<file path="config.mk">
export PLATFORM = sky130hd
export DESIGN_NAME = fmmc_codec
export DESIGN_NICKNAME = d
export VERILOG_FILES = /design/src/verilog/fmmc_pkg.sv /design/src/verilog/fmmc_buf2.sv /design/src/verilog/fmmc_codec.sv
export SDC_FILE = /design/constraint.sdc
export NUM_CORES = 1
export LEC_CHECK = 0
export BUFFER_PORTS_ARGS = -buffer_cell sky130_fd_sc_hd__clkbuf_2
export CORE_ASPECT_RATIO = 0.9
export CORE_MARGIN = 8
export CORE_UTILIZATION = 30
export CTS_BUF_LIST = sky130_fd_sc_hd__clkbuf_16
export DETAILED_ROUTE_END_ITERATION = 8
export PLACE_DENSITY = 0.42
export SKIP_CTS_REPAIR_TIMING = 1
export SYNTH_ARGS = -nofsm -noshare
export SYNTH_HDL_FRONTEND = slang
export SYNTH_HIERARCHICAL = 1
export SYNTH_SLANG_ARGS = --single-unit
export TNS_END_PERCENT = 30
</file>
<file path="constraint.sdc">
create_clock -name ref_clk -period 11.2 [get_ports ref_clk]
set_input_delay 1.68 -clock ref_clk [delete_from_list [all_inputs] [get_ports ref_clk]]
set_output_delay 1.68 -clock ref_clk [all_outputs]
set_load 0.02 [all_outputs]
</file>
<file path="src/verilog/fmmc_pkg.sv">
// Constants, types and the CRC helper for the FM/MFM disk codec
package fmmc_pkg;

	// Bit cell timing at the 50 MHz system clock
	localparam int CLK_NS = 20;
	localparam int CELL_NS = 2000;
	localparam int CELL_CYC = CELL_NS / CLK_NS;
	localparam int PULSE_NS = 200;
	localparam int PULSE_CYC_I = (PULSE_NS + CLK_NS - 1) / CLK_NS;

	localparam logic [6:0] CELL_LAST = 7'(CELL_CYC - 1);
	localparam logic [6:0] HALF_CYC = 7'(CELL_CYC / 2);
	localparam logic [6:0] QTR_CYC = 7'(CELL_CYC / 4);
	localparam logic [6:0] W_CLK_POS = 7'h14;
	localparam logic [6:0] W_DATA_POS = W_CLK_POS + HALF_CYC;
	localparam logic [3:0] PULSE_CYC = 4'(PULSE_CYC_I);

	// Pulse interval class borders: 1, 1.5 and 2 cells, each half a cell wide
	localparam logic [7:0] IVL_LO = 8'(CELL_CYC - CELL_CYC / 4);
	localparam logic [7:0] IVL_MID = 8'(CELL_CYC + CELL_CYC / 4);
	localparam logic [7:0] IVL_HI = 8'(2 * CELL_CYC - CELL_CYC / 4);
	localparam logic [7:0] IVL_MAX = 8'(2 * CELL_CYC + CELL_CYC / 4);
	localparam logic [7:0] IVL_SAT = 8'hFF;

	// Field layout
	localparam logic [7:0] LOCK_CELLS = 8'h20;
	localparam logic [9:0] ID_BYTES = 10'h004;
	localparam logic [9:0] SECTOR_BYTES = 10'h200;
	localparam logic [9:0] CRC_BYTES = 10'h002;

	// Marks and CRC
	localparam logic [7:0] MARK_BYTE = 8'hA1;
	localparam logic [7:0] ID_TYPE = 8'hFE;
	localparam logic [7:0] DATA_TYPE = 8'hFB;
	localparam logic [2:0] MARK_BIT = 3'h2;
	localparam logic [15:0] MFM_MARK_RAW = 16'h4489;
	localparam logic [15:0] FM_MARK_RAW = 16'hEE8B;
	localparam logic [15:0] CRC_POLY = 16'h1021;
	localparam logic [15:0] CRC_INIT = 16'hFFFF;
	localparam logic [15:0] CRC_GOOD = 16'h0000;

	typedef enum logic [2:0] {
		F_HUNT = 3'h0,
		F_MARK = 3'h1,
		F_TYPE = 3'h3,
		F_BODY = 3'h2,
		F_CRC = 3'h6
	} fmmc_fstate_t;

	typedef enum logic [1:0] {
		IVL_BAD = 2'h0,
		IVL_ONE = 2'h1,
		IVL_ONE_HALF = 2'h2,
		IVL_TWO = 2'h3
	} fmmc_ivl_t;

	// One byte of CRC, MSB first
	function automatic logic [15:0] fmmc_crc_byte(input logic [15:0] crc, input logic [7:0] b);
		logic [15:0] c;
		c = crc;
		for (int i = 7; i >= 0; i--)
		begin
			if (c[15] ^ b[i])
				c = {c[14:0], 1'b0} ^ CRC_POLY;
			else
				c = {c[14:0], 1'b0};
		end
		return c;
	endfunction

endpackage
</file>
<file path="src/verilog/fmmc_buf2.sv">
// Two-entry valid/ready buffer in front of the write encoder
`timescale 1ns/1ps
`default_nettype none
module fmmc_buf2 #(
	parameter int W = 9,
	parameter int DEPTH = 2
) (
	input wire logic ref_clk,
	input wire logic rstn,
	input wire logic clk_en,
	input wire logic in_valid,
	input wire logic [W-1:0] in_data,
	output logic in_ready,
	output logic out_valid,
	output logic [W-1:0] out_data,
	input wire logic out_ready
);
	localparam int PW = $clog2(DEPTH);
	localparam logic [PW:0] FULL = (PW + 1)'(DEPTH);
	localparam logic [PW-1:0] LAST = PW'(DEPTH - 1);

	logic [W-1:0] mem [DEPTH];
	logic [PW-1:0] wp, rp, next_wp, next_rp;
	logic [PW:0] cnt, next_cnt;
	logic next_in_ready;
	logic push, pop;

	assign out_valid = (cnt != '0);
	assign out_data = mem[rp];

	// Pointer and fill bookkeeping
	always_comb
	begin
		push = in_valid && in_ready;
		pop = out_valid && out_ready;
		next_wp = push ? ((wp == LAST) ? '0 : PW'(wp + 1'b1)) : wp;
		next_rp = pop ? ((rp == LAST) ? '0 : PW'(rp + 1'b1)) : rp;
		next_cnt = cnt;
		if (push && !pop)
			next_cnt = (PW + 1)'(cnt + 1'b1);
		else if (pop && !push)
			next_cnt = (PW + 1)'(cnt - 1'b1);
		next_in_ready = (next_cnt != FULL); // Registered so the port comes from a flop
	end

	always_ff @(posedge ref_clk or negedge rstn)
	begin
		if (!rstn)
		begin
			wp <= '0;
			rp <= '0;
			cnt <= '0;
			in_ready <= 1'b0;
		end
		else if (clk_en)
		begin
			wp <= next_wp;
			rp <= next_rp;
			cnt <= next_cnt;
			in_ready <= next_in_ready;
		end
	end

	// Storage holds no reset, only valid entries are read
	always_ff @(posedge ref_clk)
	begin
		if (clk_en && push)
			mem[wp] <= in_data;
	end
endmodule
`default_nettype wire

</file>
<file path="src/verilog/fmmc_codec.sv">
// FM/MFM disk pulse codec: encoder with MFM-only write precompensation and field-aware decoder
`timescale 1ns/1ps
`default_nettype none
module fmmc_codec
	import fmmc_pkg::*;
(
	input wire logic ref_clk,
	input wire logic rstn,
	input wire logic clk_en,
	input wire logic mode_mfm,
	input wire logic [3:0] precomp_cnt,
	input wire logic wr_valid,
	input wire logic [7:0] wr_data,
	input wire logic wr_mark,
	output logic wr_ready,
	output logic wr_pulse,
	input wire logic rd_pulse,
	output logic rd_locked,
	output logic [7:0] rd_byte,
	output logic rd_byte_valid,
	output logic rd_byte_mark,
	output logic rd_field_addr,
	output logic rd_field_end,
	output logic rd_crc_err,
	output logic rd_code_err
);
	// Write side
	logic b_valid, b_ready;
	logic [8:0] b_data;
	logic e_busy, next_e_busy;
	logic [7:0] e_sr, next_e_sr;
	logic e_mark, next_e_mark;
	logic [2:0] e_bit, next_e_bit;
	logic [6:0] e_cnt, next_e_cnt;
	logic e_prev, next_e_prev;
	logic [3:0] e_tmr, next_e_tmr;
	logic next_wr_pulse;
	logic cur, nxt, clk_need, early, late, fire;
	logic [6:0] pc, dpos;

	// Two-entry buffer absorbs the gap between bytes without stalling the cell timing
	fmmc_buf2 #(.W(9), .DEPTH(2)) u_buf (
		.ref_clk(ref_clk),
		.rstn(rstn),
		.clk_en(clk_en),
		.in_valid(wr_valid),
		.in_data({wr_mark, wr_data}),
		.in_ready(wr_ready),
		.out_valid(b_valid),
		.out_data(b_data),
		.out_ready(b_ready)
	);

	// Encoder next state: one cell per CELL_CYC clocks, MSB first
	always_comb
	begin
		cur = e_sr[e_bit];
		if (e_bit != 3'h0)
			nxt = e_sr[3'(e_bit - 3'h1)];
		else
			nxt = b_valid && b_data[7];
		clk_need = mode_mfm ? (!cur && !e_prev) : 1'b1;
		if (e_mark && e_bit == MARK_BIT)
			clk_need = 1'b0;
		// Neighbour on the left pushes a pulse late, so write it early
		early = mode_mfm && e_prev && !nxt;
		late = mode_mfm && !e_prev && nxt;
		pc = {3'h0, precomp_cnt};
		if (early)
			dpos = W_DATA_POS - pc;
		else if (late)
			dpos = W_DATA_POS + pc;
		else
			dpos = W_DATA_POS;
		fire = e_busy && ((e_cnt == W_CLK_POS && clk_need) || (cur && e_cnt == dpos));
		next_e_tmr = fire ? PULSE_CYC : ((e_tmr != 4'h0) ? 4'(e_tmr - 4'h1) : 4'h0);
		next_wr_pulse = fire || (e_tmr > 4'h1);
		b_ready = !e_busy || (e_cnt == CELL_LAST && e_bit == 3'h0);
		next_e_busy = e_busy;
		next_e_sr = e_sr;
		next_e_mark = e_mark;
		next_e_bit = e_bit;
		next_e_cnt = e_cnt;
		next_e_prev = e_prev;
		if (!e_busy)
		begin
			next_e_prev = 1'b0;
			next_e_cnt = 7'h00;
			if (b_valid)
			begin
				next_e_busy = 1'b1;
				{next_e_mark, next_e_sr} = b_data;
				next_e_bit = 3'h7;
			end
		end
		else if (e_cnt == CELL_LAST)
		begin
			next_e_cnt = 7'h00;
			next_e_prev = cur;
			if (e_bit != 3'h0)
				next_e_bit = 3'(e_bit - 3'h1);
			else if (b_valid)
			begin
				{next_e_mark, next_e_sr} = b_data;
				next_e_bit = 3'h7;
			end
			else
				next_e_busy = 1'b0;
		end
		else
			next_e_cnt = 7'(e_cnt + 7'h01);
	end

	always_ff @(posedge ref_clk or negedge rstn)
	begin
		if (!rstn)
		begin
			e_busy <= 1'b0;
			e_sr <= 8'h00;
			e_mark <= 1'b0;
			e_bit <= 3'h0;
			e_cnt <= 7'h00;
			e_prev <= 1'b0;
			e_tmr <= 4'h0;
			wr_pulse <= 1'b0;
		end
		else if (clk_en)
		begin
			e_busy <= next_e_busy;
			e_sr <= next_e_sr;
			e_mark <= next_e_mark;
			e_bit <= next_e_bit;
			e_cnt <= next_e_cnt;
			e_prev <= next_e_prev;
			e_tmr <= next_e_tmr;
			wr_pulse <= next_wr_pulse;
		end
	end

	// Read side
	logic s1, s2, s3;
	logic [6:0] rph, next_rph;
	logic clk_seen, next_clk_seen, dat_seen, next_dat_seen;
	logic [7:0] ivl, next_ivl, lock_cnt, next_lock_cnt;
	logic [15:0] raw, next_raw, crc, next_crc;
	logic [7:0] sh, next_sh;
	logic [2:0] bitn, next_bitn;
	logic [9:0] bcnt, next_bcnt;
	fmmc_fstate_t fstate, next_fstate;
	fmmc_ivl_t ivl_cls;
	logic next_rd_locked, next_rd_byte_valid, next_rd_byte_mark, next_rd_field_addr;
	logic next_rd_field_end, next_rd_crc_err, next_rd_code_err;
	logic [7:0] next_rd_byte;
	logic edge_seen, in_clk, cell_end, c_bit, d_bit;
	logic [6:0] ctr;
	logic signed [7:0] err;
	logic [7:0] corr;
	logic [15:0] raw_n, crc_n, mark_raw;
	logic [7:0] byte_n;

	// Decoder next state: digital phase tracking, lock, field walk
	always_comb
	begin
		edge_seen = s2 && !s3;
		in_clk = rph < HALF_CYC;
		ctr = in_clk ? QTR_CYC : 7'(HALF_CYC + QTR_CYC); // Window centres, a quarter cell each side
		err = $signed({1'b0, rph}) - $signed({1'b0, ctr});
		corr = 8'({1'b0, rph} + 8'h01 - 8'(err >>> 1));
		c_bit = clk_seen || (edge_seen && in_clk);
		d_bit = dat_seen || (edge_seen && !in_clk);
		cell_end = !edge_seen && rph == CELL_LAST;
		raw_n = {raw[13:0], c_bit, d_bit};
		byte_n = {sh[6:0], d_bit};
		crc_n = fmmc_crc_byte(crc, byte_n);
		mark_raw = mode_mfm ? MFM_MARK_RAW : FM_MARK_RAW;
		if (ivl < IVL_LO)
			ivl_cls = IVL_BAD;
		else if (ivl < IVL_MID)
			ivl_cls = IVL_ONE;
		else if (ivl < IVL_HI)
			ivl_cls = IVL_ONE_HALF;
		else if (ivl < IVL_MAX)
			ivl_cls = IVL_TWO;
		else
			ivl_cls = IVL_BAD;
		next_rph = 7'(rph + 7'h01); // Free run holds the rate when no pulse
		next_clk_seen = clk_seen;
		next_dat_seen = dat_seen;
		next_ivl = edge_seen ? 8'h00 : ((ivl == IVL_SAT) ? ivl : 8'(ivl + 8'h01));
		next_lock_cnt = lock_cnt;
		next_raw = raw;
		next_crc = crc;
		next_sh = sh;
		next_bitn = bitn;
		next_bcnt = bcnt;
		next_fstate = fstate;
		next_rd_locked = rd_locked;
		next_rd_byte = rd_byte;
		next_rd_byte_valid = 1'b0;
		next_rd_byte_mark = 1'b0;
		next_rd_field_addr = rd_field_addr;
		next_rd_field_end = 1'b0;
		next_rd_crc_err = rd_crc_err;
		next_rd_code_err = 1'b0;
		if (edge_seen)
		begin
			// Pull phase half way toward the window centre
			next_rph = corr[6:0];
			next_clk_seen = c_bit;
			next_dat_seen = d_bit;
			if (rd_locked && mode_mfm && ivl_cls == IVL_BAD)
			begin
				// Interval fits no class: drop lock and hunt again
				next_rd_code_err = 1'b1;
				next_fstate = F_HUNT;
				next_rd_locked = 1'b0;
				next_lock_cnt = 8'h00;
			end
		end
		else if (cell_end)
		begin
			next_rph = 7'h00;
			next_clk_seen = 1'b0;
			next_dat_seen = 1'b0;
			next_raw = raw_n;
			next_sh = byte_n;
			if (fstate == F_HUNT)
			begin
				// Preamble cell: clock present, data empty
				if (c_bit && !d_bit)
				begin
					if (lock_cnt == 8'(LOCK_CELLS - 8'h01))
					begin
						next_rd_locked = 1'b1;
						next_fstate = F_MARK;
						next_lock_cnt = 8'h00;
					end
					else
						next_lock_cnt = 8'(lock_cnt + 8'h01);
				end
				else
				begin
					next_lock_cnt = 8'h00;
					// Data-only cell: frame is half a cell off, so slip it
					if (d_bit && !c_bit)
						next_rph = HALF_CYC;
				end
			end
			else if ((fstate == F_MARK || fstate == F_TYPE) && raw_n == mark_raw)
			begin
				// Missing-clock pattern aligns the byte boundary
				next_bitn = 3'h0;
				next_crc = fmmc_crc_byte((fstate == F_MARK) ? CRC_INIT : crc, MARK_BYTE);
				if (fstate == F_MARK)
					next_rd_crc_err = 1'b0;
				next_rd_byte = MARK_BYTE;
				next_rd_byte_valid = 1'b1;
				next_rd_byte_mark = 1'b1;
				next_fstate = F_TYPE;
			end
			else if (fstate != F_MARK)
			begin
				if (bitn != 3'h7)
					next_bitn = 3'(bitn + 3'h1);
				else
				begin
					next_bitn = 3'h0;
					next_rd_byte = byte_n;
					next_rd_byte_valid = 1'b1;
					next_crc = crc_n;
					next_bcnt = 10'(bcnt - 10'h001);
					case (fstate)
						F_TYPE:
						begin
							if (byte_n == ID_TYPE)
							begin
								next_rd_field_addr = 1'b1;
								next_bcnt = ID_BYTES;
								next_fstate = F_BODY;
							end
							else if (byte_n == DATA_TYPE)
							begin
								next_rd_field_addr = 1'b0;
								next_bcnt = SECTOR_BYTES;
								next_fstate = F_BODY;
							end
							else
							begin
								next_fstate = F_HUNT;
								next_rd_locked = 1'b0;
							end
						end
						F_BODY:
						begin
							if (bcnt == 10'h001)
							begin
								next_bcnt = CRC_BYTES;
								next_fstate = F_CRC;
							end
						end
						F_CRC:
						begin
							if (bcnt == 10'h001)
							begin
								// Gap follows: relock on the next preamble
								next_rd_field_end = 1'b1;
								next_rd_crc_err = (crc_n != CRC_GOOD);
								next_fstate = F_HUNT;
								next_rd_locked = 1'b0;
							end
						end
						default:
						begin
							next_fstate = F_HUNT;
							next_rd_locked = 1'b0;
						end
					endcase
				end
			end
		end
	end

	// Read pin passes two flops, third flop feeds the edge detector
	always_ff @(posedge ref_clk or negedge rstn)
	begin
		if (!rstn)
		begin
			s1 <= 1'b0;
			s2 <= 1'b0;
			s3 <= 1'b0;
			rph <= 7'h00;
			clk_seen <= 1'b0;
			dat_seen <= 1'b0;
			ivl <= 8'h00;
			lock_cnt <= 8'h00;
			raw <= 16'h0000;
			crc <= CRC_INIT;
			sh <= 8'h00;
			bitn <= 3'h0;
			bcnt <= 10'h000;
			fstate <= F_HUNT;
			rd_locked <= 1'b0;
			rd_byte <= 8'h00;
			rd_byte_valid <= 1'b0;
			rd_byte_mark <= 1'b0;
			rd_field_addr <= 1'b0;
			rd_field_end <= 1'b0;
			rd_crc_err <= 1'b0;
			rd_code_err <= 1'b0;
		end
		else if (clk_en)
		begin
			s1 <= rd_pulse;
			s2 <= s1;
			s3 <= s2;
			rph <= next_rph;
			clk_seen <= next_clk_seen;
			dat_seen <= next_dat_seen;
			ivl <= next_ivl;
			lock_cnt <= next_lock_cnt;
			raw <= next_raw;
			crc <= next_crc;
			sh <= next_sh;
			bitn <= next_bitn;
			bcnt <= next_bcnt;
			fstate <= next_fstate;
			rd_locked <= next_rd_locked;
			rd_byte <= next_rd_byte;
			rd_byte_valid <= next_rd_byte_valid;
			rd_byte_mark <= next_rd_byte_mark;
			rd_field_addr <= next_rd_field_addr;
			rd_field_end <= next_rd_field_end;
			rd_crc_err <= next_rd_crc_err;
			rd_code_err <= next_rd_code_err;
		end
	end
endmodule
`default_nettype wire

</file>
==> results.ini, run 1 <==
[yosys]
syn-num-nets = 901
synth_area_per_cell_um2 = 9.71
synth_edf_count = 18
ys_seq_area_share_pct = 43.2
synthFlopType = dfrtp_1
yosys.area.top_type_share_pct = 31.5
postSynthCellCount = 850
synth.area.top_cells = dfrtp_1 32%, edfxtp_1 6.5%, mux2_2 5.9%, dfstp_2 5.1%, xnor2_1 4.6%
yosysUniqueCellTypes = 75
ys_warn_count = 6
ys_async_sr_fraction_pct = 87.0
syn_area_um2 = 8250
yosys.area.top_type = dfrtp_1
synth-seq-cells = 138

[worst_setup_path]
crit_required_ns = 11.55
cpMostUsedCell = nand2_1
r2r-end = rph[6]$_DFFE_PN0P_
r2r_cells = 16
cpPeakStageDelay_ns = 0.77
path_class = input pin to flip-flop
worstPathMaxFanout = 18
cpMaxStageDelayCell = nor4_4
reg2reg_slack_ns = 7.26
startpoint = mode_mfm
crit_arrival_ns = 4.71
cp-end-kind = flip-flop
endpoint = crc[12]$_DFFE_PN1P_
start_kind = input pin
crit_chain = clkbuf_2, nand2b_1, nor4_1, o2111ai_1, nor4_4, nand2_1, nand2_1, o221ai_1, o21a_1
r2r-start = rph[3]$_DFFE_PN0P_

[global_route]
grt_usage_pct = 12.8
overflow = 0
grt_start_max_net_pins = 70
antenna_found_initial = 0
first_global_vias = 6244
grt_pass1_wl_um = 34300

[timing]
final.setup.worst_slack_ns = 6.83
fmax_mhz = 229
finalSetupViolCount = 0
rsz0062_at_grt = no
period_share_pct = 39.0
worstMarginPinSlew_ns = 0.883
timing.final.hold_violations = 0
drv_slew = 0
fin_worst_skew_ns = 0.0111
period_needed_ns = 4.37
slew_headroom_pct = 40.3
setup-tns-final_ns = 0
timing.hold.ws_ns = 0.482

[detailed_routing]
drtAntennaViolNets = 0
drt-wirelength-per-cell_um = 16.5
routedLengthMet1_um = 11000
drt_pre_antenna_iters = 5
dr.max_layer_used = met4
drc = 0
wl_met3_um = 535
detail_route.wirelength_um = 20400
vias = 6259
via_per_inst = 5.07
route.met2.wl_um = 8760
drt_iter0_markers = 292

[place]
dp.cells = 1203
dp_hpwl_um = 14200
dp_slack_ns = 6.36
port_buffers = 35
placed_area_um2 = 8750
place.gp.congestion = 0.772

[flow_run]
maxCapViolCount = 0

[floorplan]
fp.dieW_um = 191
row_count = 57
die_h_um = 173
core_um2 = 27000
boundaryPins = 36
start_util_pct = 30.5
design.die.area_um2 = 33100

[finish]
utilization_pct = 34.4
diodes = 0
layout-drive-gt1-share_pct = 16.5
final_cell_count_no_fill = 1235
nets = 919
area_growth_pct = 12.8
design_area_um2 = 9310

[clock_network]
cts_tree = built
cts_htree_levels = 4
ctsLongestPathBuffers = 2
cts_made_buffers = 17
cts_root_buf = clkbuf_16
cts.clk_slew.worst_paths_ns = 0.06
cts_sinks = 138
worstSkewPairLatency_ns = 0.42

[power_and_ir_drop]
power.leakage_nw = 4.04
vdd_drop_max_mv = 0.116
total_power_mw = 2.02
power.density_nw_per_um2 = 217

[status]
outcome = completed

[min_path]
hp-class = flip-flop to flip-flop

==> cells by family after synthesis <==
group | share of synthesized area (%)
DFF | 43.2
and+or+nand+nor | 16.7
AOI/OAI and AO/OA | 15.4
adders and majority gates | 5.03
xor gates and xnor gates | 7.85
muxes | 8.23
buffers and inverters | 3.62
==> worst max-delay path, delay by kind of cell <==
kind            cells  cell delay (ns)
compound gates      3             0.58
simple gates        5             2.14
buf+inv             1             0.29
==> cell usage after synthesis, types with 9 or more instances <==
cell type / instances
xor2_1: 31
clkbuf_1: 31
a21oi_1: 47
inv_1: 35
nor3_1: 14
nor2_1: 63
a22o_1: 13
nand4_1: 16
nor2b_1: 9
edfxtp_1: 18
nand3_1: 24
o21ai_0: 68
nand2b_1: 15
mux2_2: 43
dfstp_2: 16
ha_1: 30
mux2i_1: 12
nand2_1: 70
and3_1: 9
dfrtp_1: 104
xnor2_1: 43
==> layout make-up <==
type	count	area, um2
fill	2781	17700
multi-input combinational	636	4390
sequential	138	3560
clock buffer	18	450
tap	354	443
timing repair buffer	40	219
inverter	35	131
clock inverter	14	110
==> how the worst min path moves through the flow <==
stage,start,to,cells past startpoint
5_1_grt,bcnt[7]$_DFFE_PN0P_,bcnt[7]$_DFFE_PN0P_,2
3_3_place_gp,bcnt[7]$_DFFE_PN0P_,bcnt[7]$_DFFE_PN0P_,2
6_report,crc[4]$_DFFE_PN1P_,crc[4]$_DFFE_PN1P_,2
2_1_floorplan,bcnt[7]$_DFFE_PN0P_,bcnt[7]$_DFFE_PN0P_,2
3_5_place_dp,bcnt[7]$_DFFE_PN0P_,bcnt[7]$_DFFE_PN0P_,2
4_1_cts,crc[4]$_DFFE_PN1P_,crc[4]$_DFFE_PN1P_,2
==> state kept, by name (all words and copies together), names as in the netlist, 2 cells and up <==
name / cells
bitn: 3
crc: 16
e_tmr: 4
e_bit: 3
e_sr: 8
ivl: 8
u_buf/cnt: 2
e_cnt: 7
rd_byte: 8
lock_cnt: 8
u_buf/mem: 18
rph: 7
fstate: 3
raw: 14
bcnt: 10
==> placed cells by master (no fill, tap or decap), types with 31 or more instances in the layout <==
cell	count
mux2_2	43
inv_1	39
o21ai_0	68
dfrtp_1	104
xor2_1	31
nand2_1	70
xnor2_1	43
a21oi_1	47
nor2_1	63
clkbuf_2	34
==> report_power, final <==
group | total [mW] | leakage [nW] | internal [mW] | switching [mW]
clock | 0.544 | 0.274 | 0.315 | 0.229
sequential | 0.721 | 1.69 | 0.594 | 0.127
combinational | 0.751 | 2.08 | 0.362 | 0.389
total | 2.02 | 4.04 | 1.27 | 0.745
==> per-layer routing <==
| metal | GRT usage [%] | vias to the layer above |
|---|---|---|
| met3 | 2.53 | 13 |
| met4 | 3.52 | 0 |
| met2 | 18.8 | 86 |
| li1 | - | 3101 |
| met5 | 0 | - |
| met1 | 18.7 | 3059 |
Note: power is estimated with default switching activity, not from simulation.
==> inputs of run 2 (changes only) <==
- clock period: 11.2 -> 4.6 ns (I/O delays scaled with it)
==> results.ini, run 2 (same netlist as run 1, synthesis figures left out) <==
[global_route]
grt_start_max_net_pins = 96
first_global_vias = 6368
overflow = 0
antenna_found_initial = 0
grt_pass1_wl_um = 35100
grt_usage_pct = 13.2

[detailed_routing]
drt_iter0_markers = 347
drc = 0
drt_pre_antenna_iters = 4
drtAntennaViolNets = 0
vias = 6251
drt-wirelength-per-cell_um = 16.7
via_per_inst = 5.03
detail_route.wirelength_um = 20800

[worst_setup_path]
cpPeakStageDelay_ns = 0.51
cpMostUsedCell = ha_1
crit_chain = o311ai_1, nand2_1, inv_1, ha_1, a21oi_1, nand2b_1, nand3_1, nand2_1, xor2_1, ha_1, ha_1, a21o_1, a21oi_1, xnor2_1, xnor2_1, o21ai_0, a22o_1
crit_required_ns = 4.91
cpMaxStageDelayCell = dfrtp_1
cp-end-kind = flip-flop
worstPathMaxFanout = 11
r2r_cells = 17
path_class = flip-flop to flip-flop
start_kind = flip-flop
crit_arrival_ns = 4.10

[place]
place.gp.congestion = 0.770
port_buffers = 35
dp.cells = 1210
dp_slack_ns = 0.818
dp_hpwl_um = 14400

[clock_network]
cts_sinks = 138
cts.clk_slew.worst_paths_ns = 0.06
ctsLongestPathBuffers = 2
cts_made_buffers = 17
cts_root_buf = clkbuf_16
cts_htree_levels = 4
worstSkewPairLatency_ns = 0.43
cts_tree = built

[floorplan]
design.die.area_um2 = 33100
die_h_um = 173
row_count = 57
boundaryPins = 36
fp.dieW_um = 191
core_um2 = 27000
start_util_pct = 30.5

[timing]
slew_headroom_pct = 38.7
drv_slew = 0
worstMarginPinSlew_ns = 0.920
setup-tns-final_ns = 0
period_needed_ns = 3.79
final.setup.worst_slack_ns = 0.814
finalSetupViolCount = 0
timing.final.hold_violations = 0
period_share_pct = 82.3
fin_worst_skew_ns = 0.0143
rsz0062_at_grt = no
fmax_mhz = 264

[finish]
area_growth_pct = 13.2
reg_top3 = u_buf/mem: 18 flops, crc: 16 flops, raw: 14 flops
final_cell_count_no_fill = 1242
diodes = 0
top_register = u_buf/mem
layout_commonest_cell = dfrtp_1
nets = 926
largest_register_ff_count = 18
layout-drive-gt1-share_pct = 17.3
final_cell_mix = 104 x dfrtp_1, 70 x nand2_1, 68 x o21ai_0
fillers = 2776

[status]
outcome = completed

[min_path]
hp-class = input pin to async pin

[flow_run]
maxCapViolCount = 0

[power_and_ir_drop]
power.leakage_nw = 4.07
power.density_nw_per_um2 = 528
vdd_drop_max_mv = 0.232

## run 2: cell types whose count changed in the layout (fill, tap and decap cells not counted), sizes merged
cell / delta
inv: +1
clkbuf: -1
clkinv: +6
clkinvlp: -5
buf: +7
bufinv: -1
## run 2: worst max-delay path: cells and delay by family (launching register included)
family | cells | cell delay (ns)
compound gates | 6 | 1.20
fa+ha+maj | 3 | 0.92
flops | 1 | 0.51
xor+xnor | 3 | 0.45
simple gates | 4 | 0.42
buf+inv | 1 | 0.19
## run 2: area by class of cell
type	instances	area, um2	area share [%]
multi-input combinational	636	4390	47.0
timing repair buffer	47	272	2.91
sequential	138	3560	38.1
clock inverter	15	116	1.25
tap	354	443	4.74
clock buffer	17	425	4.55
inverter	35	131	1.41
## run 2: final timing paths
path / to / start / slack, ns
min reg2reg: bcnt[7]$_DFFE_PN0P_ / bcnt[7]$_DFFE_PN0P_ / 0.47
max: rph[6]$_DFFE_PN0P_ / rph[3]$_DFFE_PN0P_ / 0.81
max in group asynchronous: crc[12]$_DFFE_PN1P_ / rstn / 3.23
min: wr_pulse$_DFFE_PN0P_ / rstn / 0.38
min in group ref_clk: u_buf/mem[1][4]$_DFFE_PP_ / wr_data[4] / 0.46
max reg2reg: rph[6]$_DFFE_PN0P_ / rph[3]$_DFFE_PN0P_ / 0.81
## run 2: per-stage QoR
| stage | hold WS, ns | power [mW] | instance area (um2) | util, % |
|---|---|---|---|---|
| finish | 0.380 | 4.93 | 9340 | 34.6 |
| detailed placement | 0.467 | 3.67 | 8800 | 32.6 |
| global placement | 0.465 | 3.68 | 8800 | 32.6 |
| floorplan | 0.394 | 3.18 | 8250 | - |
| CTS | 0.423 | 5.01 | 9340 | 34.6 |
| global route | 0.429 | 5.34 | 9340 | 34.6 |
## run 2: routing by layer
metal  GRT usage (%)  vias to the layer above  wire length [um]
met5               0                        -                 0
met4            3.78                        0               204
met3            2.57                       11               545
met2            19.1                       61              8900
met1            19.4                     3070             11100
li1                -                     3109                 -
## run 2: power breakdown
group          switching [mW]  total [mW]  internal, mW
Sequential              0.313        1.76          1.45
Combinational           0.998        1.89         0.896
Clock                   0.580        1.28         0.699
==> inputs of run 3 (changes only) <==
- ABC_AREA: not set -> 1
- PLACE_DENSITY: 0.42 -> 0.43
- clock period: 4.6 -> 3.13 ns (I/O delays scaled with it)
==> results.ini, run 3 <==
[status]
outcome = completed

[global_route]
antenna_found_initial = 0
grt_usage_pct = 13.2
overflow = 0
grt_pass1_wl_um = 35700
first_global_vias = 6818
grt_start_max_net_pins = 68

[clock_network]
worstSkewPairLatency_ns = 0.43
cts_htree_levels = 4
ctsLongestPathBuffers = 2
cts_sinks = 138
cts_made_buffers = 17
cts_root_buf = clkbuf_16
cts.clk_slew.worst_paths_ns = 0.06
cts_tree = built

[timing]
period_needed_ns = 2.97
drv_slew = 0
worstMarginPinSlew_ns = 0.683
rsz0062_at_grt = yes
timing.final.hold_violations = 0
fmax_mhz = 336
period_share_pct = 95.0
final.setup.worst_slack_ns = 0.157
fin_worst_skew_ns = 0.0126
finalSetupViolCount = 0
slew_headroom_pct = 54.5

[detailed_routing]
detail_route.wirelength_um = 21300
vias = 6826
drt_iter0_markers = 436
drt_pre_antenna_iters = 5
drt-wirelength-per-cell_um = 14.5
via_per_inst = 4.67
drtAntennaViolNets = 0
drc = 0

[yosys]
ys_warn_count = 6
synth.most_common_cell = nand2_1
synth.area.top_cells = dfrtp_1 31%, nand2_1 9.5%, edfxtp_1 6.5%, inv_1 6.2%, o21ai_0 5.3%
yosysUniqueCellTypes = 60
synth-seq-cells = 138
syn_area_um2 = 8370
synth_common_cells = 211 x nand2_1, 139 x inv_1, 104 x dfrtp_1
synth_area_per_cell_um2 = 8.10
yosys.area.top_type = dfrtp_1
syn-num-nets = 1084
postSynthCellCount = 1033
synth_edf_count = 18
synthFlopType = dfrtp_1
yosys.area.top_type_share_pct = 31.1
ys_async_sr_fraction_pct = 87.0
ys_seq_area_share_pct = 42.6

[finish]
nets = 1140
layout_commonest_cell = nand2_1
reg_top3 = u_buf/mem: 18 flops, crc: 16 flops, raw: 14 flops
utilization_pct = 35.1
diodes = 0
layout-drive-gt1-share_pct = 15.8
final_cell_count_no_fill = 1462
largest_register_ff_count = 18
area_growth_pct = 16.4
final_cell_mix = 209 x nand2_1, 140 x inv_1, 104 x dfrtp_1
top_register = u_buf/mem
design_area_um2 = 9740

[worst_setup_path]
r2r-start = rph[2]$_DFFE_PN0P_
startpoint = rph[2]$_DFFE_PN0P_
cp-end-kind = flip-flop
crit_required_ns = 3.47
start_kind = flip-flop
crit_arrival_ns = 3.31
worstPathMaxFanout = 3
path_class = flip-flop to flip-flop

[floorplan]
fp.dieW_um = 192
start_util_pct = 30.2
row_count = 58
boundaryPins = 36
design.die.area_um2 = 33500
die_h_um = 174
core_um2 = 27700

[place]
placed_area_um2 = 9070
dp_slack_ns = 0.0259
dp.cells = 1429
place.gp.congestion = 0.781
port_buffers = 35
dp_hpwl_um = 15500

[power_and_ir_drop]
total_power_mw = 7.29
power.leakage_nw = 4.60
power.density_nw_per_um2 = 748
vdd_drop_max_mv = 0.294

[flow_run]
maxCapViolCount = 0

[min_path]
hp-class = input pin to async pin

## run 3: worst paths after layout
check                                       endpoint  slack (ns)  depth (start not counted)
setup / recovery                  rph[6]$_DFFE_PN0P_        0.16                         17
hold / removal                   e_sr[5]$_DFFE_PN0P_        0.07                          1
setup reg to reg                  rph[6]$_DFFE_PN0P_        0.16                         17
hold reg to reg                       s1$_DFFE_PN0P_        0.47                          2
max in group asynchronous         raw[2]$_DFFE_PN0P_        2.39                          2
min in group ref_clk       u_buf/mem[0][3]$_DFFE_PP_        0.24                          1
## run 3: per-layer routing
| layer | share of wire, % | vias to the layer above | global-route usage (%) |
|---|---|---|---|
| li1 | - | 3527 | - |
| met1 | 53 | 3225 | 18.9 |
| met2 | 44 | 59 | 20.1 |
| met3 | 1.8 | 15 | 2.06 |
| met4 | 1.1 | 0 | 3.75 |
| met5 | 0 | - | 0 |
## run 3: kinds of logic after synthesis
logic type	Yosys count	synth area share [%]
and+or+nand+nor	434	23.8
AOI/OAI and AO/OA	187	13.2
buffers and inverters	178	8.64
DFF	138	42.6
xor gates and xnor gates	60	6.28
adders and majority gates	32	4.96
muxes	4	0.523
## run 3: layout make-up
class,instances,area [um2]
Tap cell,360,450
Sequential cell,138,3560
Fill cell,2976,18000
Inverter,153,583
Timing Repair Buffer,62,400
Clock inverter,15,151
Multi-Input combinational cell,717,4170
Clock buffer,17,425
## run 3: power by group
group          leakage, nW  total [mW]  switching, mW  internal [mW]
Sequential            1.62        2.35          0.234           2.11
Combinational         2.70        2.92           1.69           1.23
Clock                0.283        2.02          0.846           1.17
Total                 4.60        7.29           2.77           4.52
## run 3: worst max-delay path: stages, from the launching register on
cell and delay (ns):
dfrtp_1 0.39, nor2_2 0.13, nand2_1 0.07, nand2_1 0.07, nand2_2 0.06, buf_4 0.14
ha_1 0.31, a31o_2 0.28, xor2_1 0.14, ha_1 0.27, ha_1 0.27, inv_1 0.06
or2_4 0.25, nand2_2 0.07, a21oi_2 0.07, a21oi_2 0.11, o21ai_1 0.06, a22oi_1 0.15
## run 3: per-stage QoR
stage / hold slack [ns] / TNS [ns]
2_1_floorplan: 0.174 / 0
3_3_place_gp: 0.459 / 0
3_5_place_dp: 0.460 / 0
4_1_cts: 0.0906 / 0
5_1_grt: 0.115 / -0.182
6_report: 0.0697 / 0
